--- src/rtl/sli_pkg.sv ---
// Package: constants and carrier types of the LED/reset block
//--------------------
// Operation
// Button held over 4.5 s restarts hardware
// Restart start: failure LED only lit
// Then power LED back on before lamp test
// After any start all LEDs lit 2.5 s
// Power LED skips lamp test, shows status
// Power LED steady on when supplied, ready
// Run LED: on normal, flash boot, off problem
// Failure LED on/flash on critical fault
// Bus activity: on listen, flash master, off error
// Bus error LED on for bus faults
// Operation port: on cable, flash traffic
// Service port likewise, off if DHCP refused
// Socket LEDs: speed yellow, link/activity green
// LED meaning follows class 1/2 master mode
// Debounced button, one common flash rate
//--------------------
package sli_pkg;

   // --------------------
   // Timing
   // --------------------
   localparam int unsigned CLK_HZ        = 50_000_000; // System clock rate
   localparam int unsigned CYC_PER_MS    = CLK_HZ / 1000;
   localparam int unsigned LONG_PRESS_MS = 4500;  // Press that restarts
   localparam int unsigned LAMP_MS       = 2500;  // All-LED lamp test
   localparam int unsigned RESTART_MS    = 60000; // Whole restart duration
   localparam int unsigned POWER_PH_MS   = 500;   // Failure plus power step
   localparam int unsigned FAIL_PH_MS    = RESTART_MS - LAMP_MS - POWER_PH_MS;
   localparam int unsigned DEBOUNCE_MS   = 20;    // Button settle time
   localparam int unsigned FLASH_MS      = 250;   // Half period of flashing
   localparam int unsigned LONG_PRESS_CYC = LONG_PRESS_MS * CYC_PER_MS;
   localparam int unsigned LAMP_CYC       = LAMP_MS * CYC_PER_MS;
   localparam int unsigned POWER_PH_CYC   = POWER_PH_MS * CYC_PER_MS;
   localparam int unsigned FAIL_PH_CYC    = FAIL_PH_MS * CYC_PER_MS;
   localparam int unsigned DEBOUNCE_CYC   = DEBOUNCE_MS * CYC_PER_MS;
   localparam int unsigned FLASH_CYC      = FLASH_MS * CYC_PER_MS;

   // --------------------
   // Register map (byte addresses)
   // --------------------
   localparam logic [7:0] REG_CTRL  = 8'h00; // Bit 0: class 1 master mode
   localparam logic [7:0] REG_EVENT = 8'h04; // Sticky events, read clears
   localparam logic [7:0] REG_MASK  = 8'h08; // Interrupt mask
   localparam logic [7:0] REG_STATE = 8'h0c; // Phase and button state
   localparam int unsigned EV_W     = 3;
   localparam int unsigned EV_PRESS = 0;     // Long press accepted
   localparam int unsigned EV_LAMP  = 1;     // Lamp test finished
   localparam int unsigned EV_BTN   = 2;     // Debounced button pressed
   localparam logic [EV_W-1:0] MASK_RST = 3'h0;
   localparam logic [1:0] RESP_OKAY   = 2'h0;
   localparam logic [1:0] RESP_SLVERR = 2'h2;

   // Indication phases
   typedef enum logic [1:0] {
      PH_FAIL, PH_POWER, PH_LAMP, PH_NORMAL
   } sli_phase_t;

   // Status from CPU, bus controller and network ports
   typedef struct packed {
      logic       ready;       // Supplied and ready
      logic       booting;     // System still booting
      logic       problem;     // Operating problem
      logic       critical;    // CPU critical fault or memory defect
      logic       crit_flash;  // Show critical fault as flashing
      logic       fb_listen;   // Passive bus listening
      logic       fb_master;   // Active bus access as master
      logic       fb_conn_err; // Connection or communication error
      logic       fb_perm_err; // Permanent bus error
      logic       fb_no_bus;   // Bus not connected
      logic       fb_no_comm;  // No communication
      logic       op_cable;    // Operation port cable present
      logic       op_traffic;  // Operation port messages
      logic       sv_cable;    // Service port cable present
      logic       sv_traffic;  // Service port messages
      logic       sv_dhcp_ok;  // PC accepted offered address
      logic [1:0] sk_link;     // Socket link up
      logic [1:0] sk_act;      // Socket activity
      logic [1:0] sk_fast;     // Socket at 100 Mbit/s
   } sli_status_t;

   // Front-panel and socket LEDs, high lights the LED
   typedef struct packed {
      logic       power;
      logic       run;
      logic       failure;
      logic       fieldbus_activity_led;
      logic       fieldbus_error_led;
      logic       operation_port;
      logic       service_port;
      logic [1:0] sk_speed;
      logic [1:0] sk_link;
   } sli_leds_t;

endpackage : sli_pkg

--- src/rtl/sli_top.sv ---
// Module: front-panel LED indication, lamp test and button restart logic
//
// The register addresses and register access over AXI4-Lite were decided locally.
`timescale 1ns/1ps
module sli_top
   import sli_pkg::*;
#(
   parameter int unsigned LONG_PRESS_CYCLES = LONG_PRESS_CYC,
   parameter int unsigned LAMP_CYCLES       = LAMP_CYC,
   parameter int unsigned POWER_PH_CYCLES   = POWER_PH_CYC,
   parameter int unsigned FAIL_PH_CYCLES    = FAIL_PH_CYC,
   parameter int unsigned DEBOUNCE_CYCLES   = DEBOUNCE_CYC,
   parameter int unsigned FLASH_CYCLES      = FLASH_CYC
) (
   input  wire logic        clk_sys,
   input  wire logic        rst_n,
   // AXI4-Lite slave
   input  wire logic [7:0]  s_axi_awaddr,
   input  wire logic        s_axi_awvalid,
   output logic             s_axi_awready,
   input  wire logic [31:0] s_axi_wdata,
   input  wire logic [3:0]  s_axi_wstrb,
   input  wire logic        s_axi_wvalid,
   output logic             s_axi_wready,
   output logic [1:0]       s_axi_bresp,
   output logic             s_axi_bvalid,
   input  wire logic        s_axi_bready,
   input  wire logic [7:0]  s_axi_araddr,
   input  wire logic        s_axi_arvalid,
   output logic             s_axi_arready,
   output logic [31:0]      s_axi_rdata,
   output logic [1:0]       s_axi_rresp,
   output logic             s_axi_rvalid,
   input  wire logic        s_axi_rready,
   // Panel and system
   input  wire logic        btn_n,
   input  sli_status_t      status,
   output sli_leds_t        leds,
   output logic             hw_restart,
   output logic             irq
);

   // --------------------
   // Declarations
   // --------------------
   logic [1:0]    btn_sync_ff;   // Button synchroniser
   logic          btn_ff;        // Debounced level, high = pressed
   logic [31:0]   deb_cnt_ff;    // Settle counter
   logic [31:0]   press_cnt_ff;  // Held time counter
   logic          fired_ff;      // Restart taken for this press
   logic          long_press;    // One-cycle long press event
   sli_phase_t    phase_ff;      // Indication phase
   logic [31:0]   ph_cnt_ff;     // Phase timer
   logic          lamp_done;     // Lamp test end event
   logic [31:0]   fl_cnt_ff;     // Flash divider
   logic          blink_ff;      // Common flash waveform
   logic          class1_ff;     // Class 1 master mode
   logic [EV_W-1:0] ev_ff;       // Sticky events
   logic [EV_W-1:0] mask_ff;     // Interrupt mask
   logic [EV_W-1:0] ev_set;      // Events this cycle
   logic          aw_ok_ff;      // Write address held
   logic          w_ok_ff;       // Write data held
   logic [7:0]    awaddr_ff;
   logic [31:0]   wdata_ff;
   logic [3:0]    wstrb_ff;
   logic          wr_go;         // Both halves of a write present
   logic          rd_go;         // Read address taken
   logic          ev_rd_clr;     // Event register read
   logic          btn_edge;      // Debounced press start
   sli_leds_t     nxt_leds;      // Normal indication

   // --------------------
   // Button synchronise and debounce
   // --------------------
   // Two flops against metastability; only the second is looked at
   always_ff @(posedge clk_sys) begin
      if (!rst_n) begin
         btn_sync_ff <= 2'h0;
      end else begin
         btn_sync_ff <= {btn_sync_ff[0], ~btn_n};
      end
   end

   // Level accepted only after it stayed different for the settle time
   always_ff @(posedge clk_sys) begin
      if (!rst_n) begin
         btn_ff     <= 1'b0;
         deb_cnt_ff <= 32'h0;
      end else if (btn_sync_ff[1] == btn_ff) begin
         deb_cnt_ff <= 32'h0;                                   // Stable
      end else if (deb_cnt_ff >= DEBOUNCE_CYCLES - 1) begin
         btn_ff     <= btn_sync_ff[1];
         deb_cnt_ff <= 32'h0;
      end else begin
         deb_cnt_ff <= deb_cnt_ff + 32'h1;
      end
   end

   // Held time; strictly longer than the threshold fires once per press
   always_ff @(posedge clk_sys) begin
      if (!rst_n) begin
         press_cnt_ff <= 32'h0;
         fired_ff     <= 1'b0;
      end else if (!btn_ff) begin
         press_cnt_ff <= 32'h0;
         fired_ff     <= 1'b0;
      end else begin
         if (press_cnt_ff <= LONG_PRESS_CYCLES) begin
            press_cnt_ff <= press_cnt_ff + 32'h1;
         end
         if (long_press) begin
            fired_ff <= 1'b1;
         end
      end
   end

   // Count has passed the threshold by one cycle: held over 4.5 s
   assign long_press = btn_ff && !fired_ff
                       && (press_cnt_ff == LONG_PRESS_CYCLES);
   assign btn_edge   = btn_sync_ff[1] && !btn_ff
                       && (deb_cnt_ff >= DEBOUNCE_CYCLES - 1);

   // --------------------
   // Phase sequencer
   // --------------------
   // Reset enters the lamp test directly; a long press runs the full
   // restart first. A long press during a restart starts it over.
   always_ff @(posedge clk_sys) begin
      if (!rst_n) begin
         phase_ff  <= PH_LAMP;
         ph_cnt_ff <= 32'h0;
      end else if (long_press) begin
         phase_ff  <= PH_FAIL;
         ph_cnt_ff <= 32'h0;
      end else begin
         ph_cnt_ff <= ph_cnt_ff + 32'h1;
         unique case (phase_ff)
            PH_FAIL: begin
               if (ph_cnt_ff >= FAIL_PH_CYCLES - 1) begin
                  phase_ff  <= PH_POWER;
                  ph_cnt_ff <= 32'h0;
               end
            end
            PH_POWER: begin
               if (ph_cnt_ff >= POWER_PH_CYCLES - 1) begin
                  phase_ff  <= PH_LAMP;
                  ph_cnt_ff <= 32'h0;
               end
            end
            PH_LAMP: begin
               if (lamp_done) begin
                  phase_ff  <= PH_NORMAL;
                  ph_cnt_ff <= 32'h0;
               end
            end
            PH_NORMAL: begin
               ph_cnt_ff <= 32'h0;                              // Idle
            end
         endcase
      end
   end

   assign lamp_done = (phase_ff == PH_LAMP)
                      && (ph_cnt_ff >= LAMP_CYCLES - 1);

   // --------------------
   // Common flash rate
   // --------------------
   // One divider for all LEDs keeps flashing LEDs in step
   always_ff @(posedge clk_sys) begin
      if (!rst_n) begin
         fl_cnt_ff <= 32'h0;
         blink_ff  <= 1'b0;
      end else if (fl_cnt_ff >= FLASH_CYCLES - 1) begin
         fl_cnt_ff <= 32'h0;
         blink_ff  <= ~blink_ff;
      end else begin
         fl_cnt_ff <= fl_cnt_ff + 32'h1;
      end
   end

   // --------------------
   // Normal indication
   // --------------------
   always_comb begin
      nxt_leds = '0;
      nxt_leds.power = status.ready;
      // Problem beats boot, boot beats normal run
      if (status.problem) begin
         nxt_leds.run = 1'b0;
      end else if (status.booting) begin
         nxt_leds.run = blink_ff;
      end else begin
         nxt_leds.run = 1'b1;
      end
      nxt_leds.failure = status.critical
                         && (!status.crit_flash || blink_ff);
      // Class 1 owns the bus cyclically, so there is no passive state:
      // bus activity then flashes whenever the link is healthy
      if (status.fb_conn_err) begin
         nxt_leds.fieldbus_activity_led = 1'b0;
      end else if (status.fb_master || class1_ff) begin
         nxt_leds.fieldbus_activity_led = blink_ff;
      end else begin
         nxt_leds.fieldbus_activity_led = status.fb_listen;
      end
      nxt_leds.fieldbus_error_led = status.fb_perm_err
                                    || status.fb_no_bus
                                    || status.fb_no_comm;
      nxt_leds.operation_port = status.op_cable
                                && (!status.op_traffic || blink_ff);
      nxt_leds.service_port = status.sv_cable && status.sv_dhcp_ok
                              && (!status.sv_traffic || blink_ff);
      nxt_leds.sk_speed = status.sk_link & status.sk_fast;
      nxt_leds.sk_link  = status.sk_link
                          & ~(status.sk_act & {2{blink_ff}});
   end

   // Registered outputs per phase
   always_ff @(posedge clk_sys) begin
      if (!rst_n) begin
         leds       <= '0;
         hw_restart <= 1'b0;
      end else begin
         hw_restart <= (phase_ff == PH_FAIL);
         unique case (phase_ff)
            PH_FAIL: begin
               leds         <= '0;
               leds.failure <= 1'b1;
            end
            PH_POWER: begin
               leds         <= '0;
               leds.failure <= 1'b1;
               leds.power   <= 1'b1;
            end
            PH_LAMP: begin
               leds       <= '1;
               leds.power <= nxt_leds.power;
            end
            PH_NORMAL: begin
               leds <= nxt_leds;
            end
         endcase
      end
   end

   // --------------------
   // AXI4-Lite write channel
   // --------------------
   assign s_axi_awready = !aw_ok_ff && !s_axi_bvalid;
   assign s_axi_wready  = !w_ok_ff && !s_axi_bvalid;
   assign wr_go         = aw_ok_ff && w_ok_ff;

   // Address and data may come in either order
   always_ff @(posedge clk_sys) begin
      if (!rst_n) begin
         aw_ok_ff  <= 1'b0;
         w_ok_ff   <= 1'b0;
         awaddr_ff <= 8'h0;
         wdata_ff  <= 32'h0;
         wstrb_ff  <= 4'h0;
      end else begin
         if (s_axi_awvalid && s_axi_awready) begin
            aw_ok_ff  <= 1'b1;
            awaddr_ff <= s_axi_awaddr;
         end
         if (s_axi_wvalid && s_axi_wready) begin
            w_ok_ff  <= 1'b1;
            wdata_ff <= s_axi_wdata;
            wstrb_ff <= s_axi_wstrb;
         end
         if (wr_go) begin
            aw_ok_ff <= 1'b0;
            w_ok_ff  <= 1'b0;
         end
      end
   end

   // Register update and write response
   always_ff @(posedge clk_sys) begin
      if (!rst_n) begin
         class1_ff    <= 1'b0;
         mask_ff      <= MASK_RST;
         s_axi_bvalid <= 1'b0;
         s_axi_bresp  <= RESP_OKAY;
      end else begin
         if (s_axi_bvalid && s_axi_bready) begin
            s_axi_bvalid <= 1'b0;
         end
         if (wr_go) begin
            s_axi_bvalid <= 1'b1;
            s_axi_bresp  <= RESP_OKAY;
            unique case (awaddr_ff[7:2])
               REG_CTRL[7:2]: begin
                  if (wstrb_ff[0]) begin
                     class1_ff <= wdata_ff[0];
                  end
               end
               REG_MASK[7:2]: begin
                  if (wstrb_ff[0]) begin
                     mask_ff <= wdata_ff[EV_W-1:0];
                  end
               end
               REG_EVENT[7:2], REG_STATE[7:2]: begin
                  s_axi_bresp <= RESP_OKAY;                     // Read only
               end
               default: begin
                  s_axi_bresp <= RESP_SLVERR;                   // Unmapped
               end
            endcase
         end
      end
   end

   // --------------------
   // AXI4-Lite read channel
   // --------------------
   assign s_axi_arready = !s_axi_rvalid;
   assign rd_go         = s_axi_arvalid && s_axi_arready;
   assign ev_rd_clr     = rd_go && (s_axi_araddr[7:2] == REG_EVENT[7:2]);

   always_ff @(posedge clk_sys) begin
      if (!rst_n) begin
         s_axi_rvalid <= 1'b0;
         s_axi_rdata  <= 32'h0;
         s_axi_rresp  <= RESP_OKAY;
      end else begin
         if (s_axi_rvalid && s_axi_rready) begin
            s_axi_rvalid <= 1'b0;
         end
         if (rd_go) begin
            s_axi_rvalid <= 1'b1;
            s_axi_rresp  <= RESP_OKAY;
            s_axi_rdata  <= 32'h0;
            unique case (s_axi_araddr[7:2])
               REG_CTRL[7:2]:  s_axi_rdata[0] <= class1_ff;
               REG_EVENT[7:2]: s_axi_rdata[EV_W-1:0] <= ev_ff;
               REG_MASK[7:2]:  s_axi_rdata[EV_W-1:0] <= mask_ff;
               REG_STATE[7:2]: s_axi_rdata[3:0] <= {hw_restart, btn_ff,
                                                    phase_ff};
               default:        s_axi_rresp <= RESP_SLVERR;
            endcase
         end
      end
   end

   // --------------------
   // Events and interrupt
   // --------------------
   assign ev_set = {btn_edge, lamp_done, long_press};

   // Read clears, but an event in the same cycle survives the clear
   always_ff @(posedge clk_sys) begin
      if (!rst_n) begin
         ev_ff <= '0;
      end else begin
         ev_ff <= (ev_rd_clr ? '0 : ev_ff) | ev_set;
      end
   end

   assign irq = |(ev_ff & mask_ff);

endmodule : sli_top

--- config.mk ---
export PLATFORM = sky130hd
export DESIGN_NAME = sli_top
export DESIGN_NICKNAME = d
export VERILOG_FILES = /design/src/rtl/sli_pkg.sv /design/src/rtl/sli_top.sv
export SDC_FILE = /design/constraint.sdc
export NUM_CORES = 1
export LEC_CHECK = 0
export CAP_MARGIN = 20
export CORE_ASPECT_RATIO = 0.75
export CORE_MARGIN = 2
export CORE_UTILIZATION = 55
export CTS_CLUSTER_SIZE = 10
export DETAILED_ROUTE_END_ITERATION = 7
export DONT_BUFFER_PORTS = 1
export PLACE_DENSITY_LB_ADDON = 0.08
export SETUP_SLACK_MARGIN = 0.4
export SYNTH_ARGS = -nofsm -noshare
export SYNTH_HDL_FRONTEND = slang
export SYNTH_SLANG_ARGS = --single-unit
--- constraint.sdc ---
create_clock -name clk_sys -period 5.4 [get_ports clk_sys]
set_clock_uncertainty 0.15 [all_clocks]
set_input_delay 0 -clock clk_sys [delete_from_list [all_inputs] [get_ports clk_sys]]
set_output_delay 0 -clock clk_sys [all_outputs]
set_load 0.01 [all_outputs]
==> results.txt <==
Fin crit share - 60.97%
Compound-Gate Fraction of Synth Area - 9.545%
Critical Path Start Type - flip-flop
CORE AREA - 0.01375 mm²
Max Slew Vio Count - 0
Yosys warning total - 0
XOR/XNOR Fraction of Synth Area - 8.381%
Final setup vio count - 0
# Max-Cap Violations - 0
Clk buf depth - 2
Adder-Cell Fraction of Synth Area - 1.780%
Min-delay worst type - in2reg
Clock latency on the worst-skew pair - 0.43 ns
Leak - 3.232 nW
Commonest register cell after synthesis - dfxtp_1
Vias - 6400
Critical Path, Cell by Cell - ha_1 > and4_1 > o311ai_0 > a2111oi_0 > a2111oi_2 > nand2_1 > a21oi_1
VDD IR max - 0.2296 mV
IO Port Bufs - 0
CTS tree - built
Crit-path max FO - 23
Detailed Route WL - 17.43 mm
Setup repair bufs after CTS - 0
Dpl ws - 2.125 ns
Post-Syn Area - 0.007734 mm²
Fmax - 303.7 MHz
Worst Path Required - 5.59 ns
Clock Root Buffer - clkbuf_16
Measured slew at the worst slew-check pin - 0.9164 ns
RSZ-0062 raised after global routing - false
I/O Pins - 136
Final WS setup - 2.108 ns
Layout cells sized above 1 - 4.772%
# rows - 37
Final ANT Viol Nets - 0
Initial Utilization - 56.25%
Post-synth EDFFs - 0
Nets - 1044
Final hold vios - 0
Largest net degree at the start of global routing - 46
Multiplexer area fraction after synthesis - 2.912%
Drt drc - 0
Setup TNS - 0 ns
Post-synthesis cell type count - 66
GRT overflow - 0
Delay-heaviest family, CP - compound AO/OA/AOI/OAI gates
Simple-Gate Fraction of Synth Area - 26.39%
Num CTS Buffers - 17
Die ar. - 0.01504 mm²
Die span in x - 140.9 µm
CP max-delay cell - nand2_1
Clk sinks - 174
Initial antenna violation count - 0
Seq cells post-synth - 174
Vias in the first global route - 6203
PostCTS Resize Cnt - 0
DP HPWL - 11.64 mm
DRT Pass-1 Iters - 6
WP buf/inv - 0
Chip Height - 106.7 µm
H-Tree Depth - 4
CP max stage delay - 0.66 ns
GRT Util Overall - 23.42%
First-pass GRT wire length - 28.66 mm
Gp weighted congestion - 0.8388
Clk pin slew, worst setup/hold paths - 0.06 ns
PD cells - 313.3 mW/mm²
Layout Area Growth over Synthesis - 15.89%
Crit path DAT - 3.48 ns
Ant diodes - 0
Vias per cell - 5.619
Avg Cell Area, Syn - 8.739 µm²
# hold bufs at CTS - 56
Status - complete, no violations
Wire length per cell - 15.30 µm
Largest family of logic cells by synthesized area - simple AND/OR/NAND/NOR gates
Critical path type - reg2reg
Fraction of synthesis flops using an asynchronous set or reset pin - 0%
Sequential cell area fraction in the yosys report - 45.04%
Final min period - 3.292 ns
CP Capture Type - flip-flop
Initial drt markers - 384
Max-slew headroom - 38.91%
Cells after synthesis - 885
Pwr Total - 0.002808 W
-- power breakdown --
part | switching, W | total, W | internal [W]
clock | 0.000492 | 0.00121 | 0.000722
combinational | 0.000121 | 0.000210 | 0.0000886
sequential | 0.0000486 | 0.00138 | 0.00134
total | 0.000662 | 0.00281 | 0.00215
-- through the flow --
step                      instance area (µm²)  cells  hold slack (ns)  utilization (%)
after floorplan                          7918    934         -0.07762                -
after global placement                   7815   1051         -0.07487            56.84
after detailed placement                 7815   1051         -0.07470            56.84
after CTS                                8962   1139          0.06898            65.18
after global routing                     8962   1139           0.1365            65.18
final                                    8962   1139          0.07869            65.18
-- area by class of cell --
cell class / count / area [µm²]
clock buffers: 24 / 481.7
clock inverters: 8 / 105.1
fillers: 1100 / 4787
inverters: 28 / 105.1
multi-input cells: 670 / 3978
flip-flops and latches: 174 / 3483
well taps: 175 / 219.0
repair buffers: 60 / 590.6
-- cells in the final DEF (no fill, tap or decap), types with 4 or more instances in the layout --
cell,instances
nand2b_1,4
ha_1,11
buf_4,4
nor3_1,10
and2_1,8
conb_1,50
clkbuf_16,17
a22oi_1,5
and3_1,24
nor4_1,10
nand2_1,58
o31ai_1,6
nand4_1,24
dfxtp_1,174
or2_2,4
nand3_1,46
xnor2_1,35
o21ai_0,15
nor2_1,148
a21oi_1,50
xor2_1,39
dlygate4sd3_1,56
or3_1,20
or4_1,16
clkbuf_1,4
inv_1,27
mux2i_1,18
and4_1,11
-- kinds of logic (layout without fill, tap and decap cells) --
family / after synthesis / in the layout
AOI/OAI and AO/OA: 111 / 111
buffers and inverters: 90 / 120
xor gates and xnor gates: 74 / 74
muxes: 21 / 21
other: 1 / 50
and+or+nand+nor: 403 / 403
DFF: 174 / 174
adders and majority gates: 11 / 11
-- synthesized netlist by cell type, types with 3 or more instances --
cell	instances	share of area (%)
dfxtp_1	174	45
nor2_1	148	7.2
nand2_1	58	2.8
a21oi_1	50	3.2
nand3_1	46	3.0
xor2_1	39	4.4
xnor2_1	35	4.0
buf_4	30	2.9
inv_1	27	1.3
clkbuf_1	26	1.3
and3_1	24	1.9
nand4_1	24	1.9
or3_1	20	1.6
mux2i_1	18	2.3
or4_1	16	1.6
o21ai_0	15	0.97
and4_1	11	1.2
ha_1	11	1.8
nor3_1	10	0.65
nor4_1	10	0.81
and2_1	8	0.65
o31ai_1	6	0.58
a22oi_1	5	0.49
buf_2	5	0.32
nand2b_1	4	0.32
or2_2	4	0.32
a31oi_1	3	0.24
nand3b_1	3	0.29
nand4b_1	3	0.34
nor4b_1	3	0.34
o211ai_1	3	0.29
or4b_1	3	0.39
-- flip-flops by register name (all words and copies together), names as in the netlist, 2 cells and up --
register      count
phase_ff          2
s_axi_rdata       4
btn_sync_ff       2
deb_cnt_ff       32
leds             11
ph_cnt_ff        32
mask_ff           3
ev_ff             3
awaddr_ff         6
press_cnt_ff     32
fl_cnt_ff        32
wdata_ff          3
-- layer usage --
layer	wire, µm	global-route usage, %	share of wire [%]	vias up
met5	0	0	0	-
met4	275	9.071	1.6	0
met3	909	5.494	5.2	28
met2	8145	39.37	47	202
met1	8094	29.42	46	3029
li1	-	-	-	3141
-- path summary, 6_finish.rpt --
path,slack [ns],cells after the start,startpoint,end
max,2.11,7,fl_cnt_ff[0]$_SDFF_PP0_,fl_cnt_ff[23]$_SDFF_PP0_
max reg2reg,2.11,7,fl_cnt_ff[0]$_SDFF_PP0_,fl_cnt_ff[23]$_SDFF_PP0_
min reg2reg,0.29,1,btn_sync_ff[0]$_SDFF_PN0_,btn_sync_ff[1]$_SDFF_PN0_
min,0.08,2,rst_n,fl_cnt_ff[0]$_SDFF_PP0_
No activity file was read; power rests on OpenSTA's default activity.
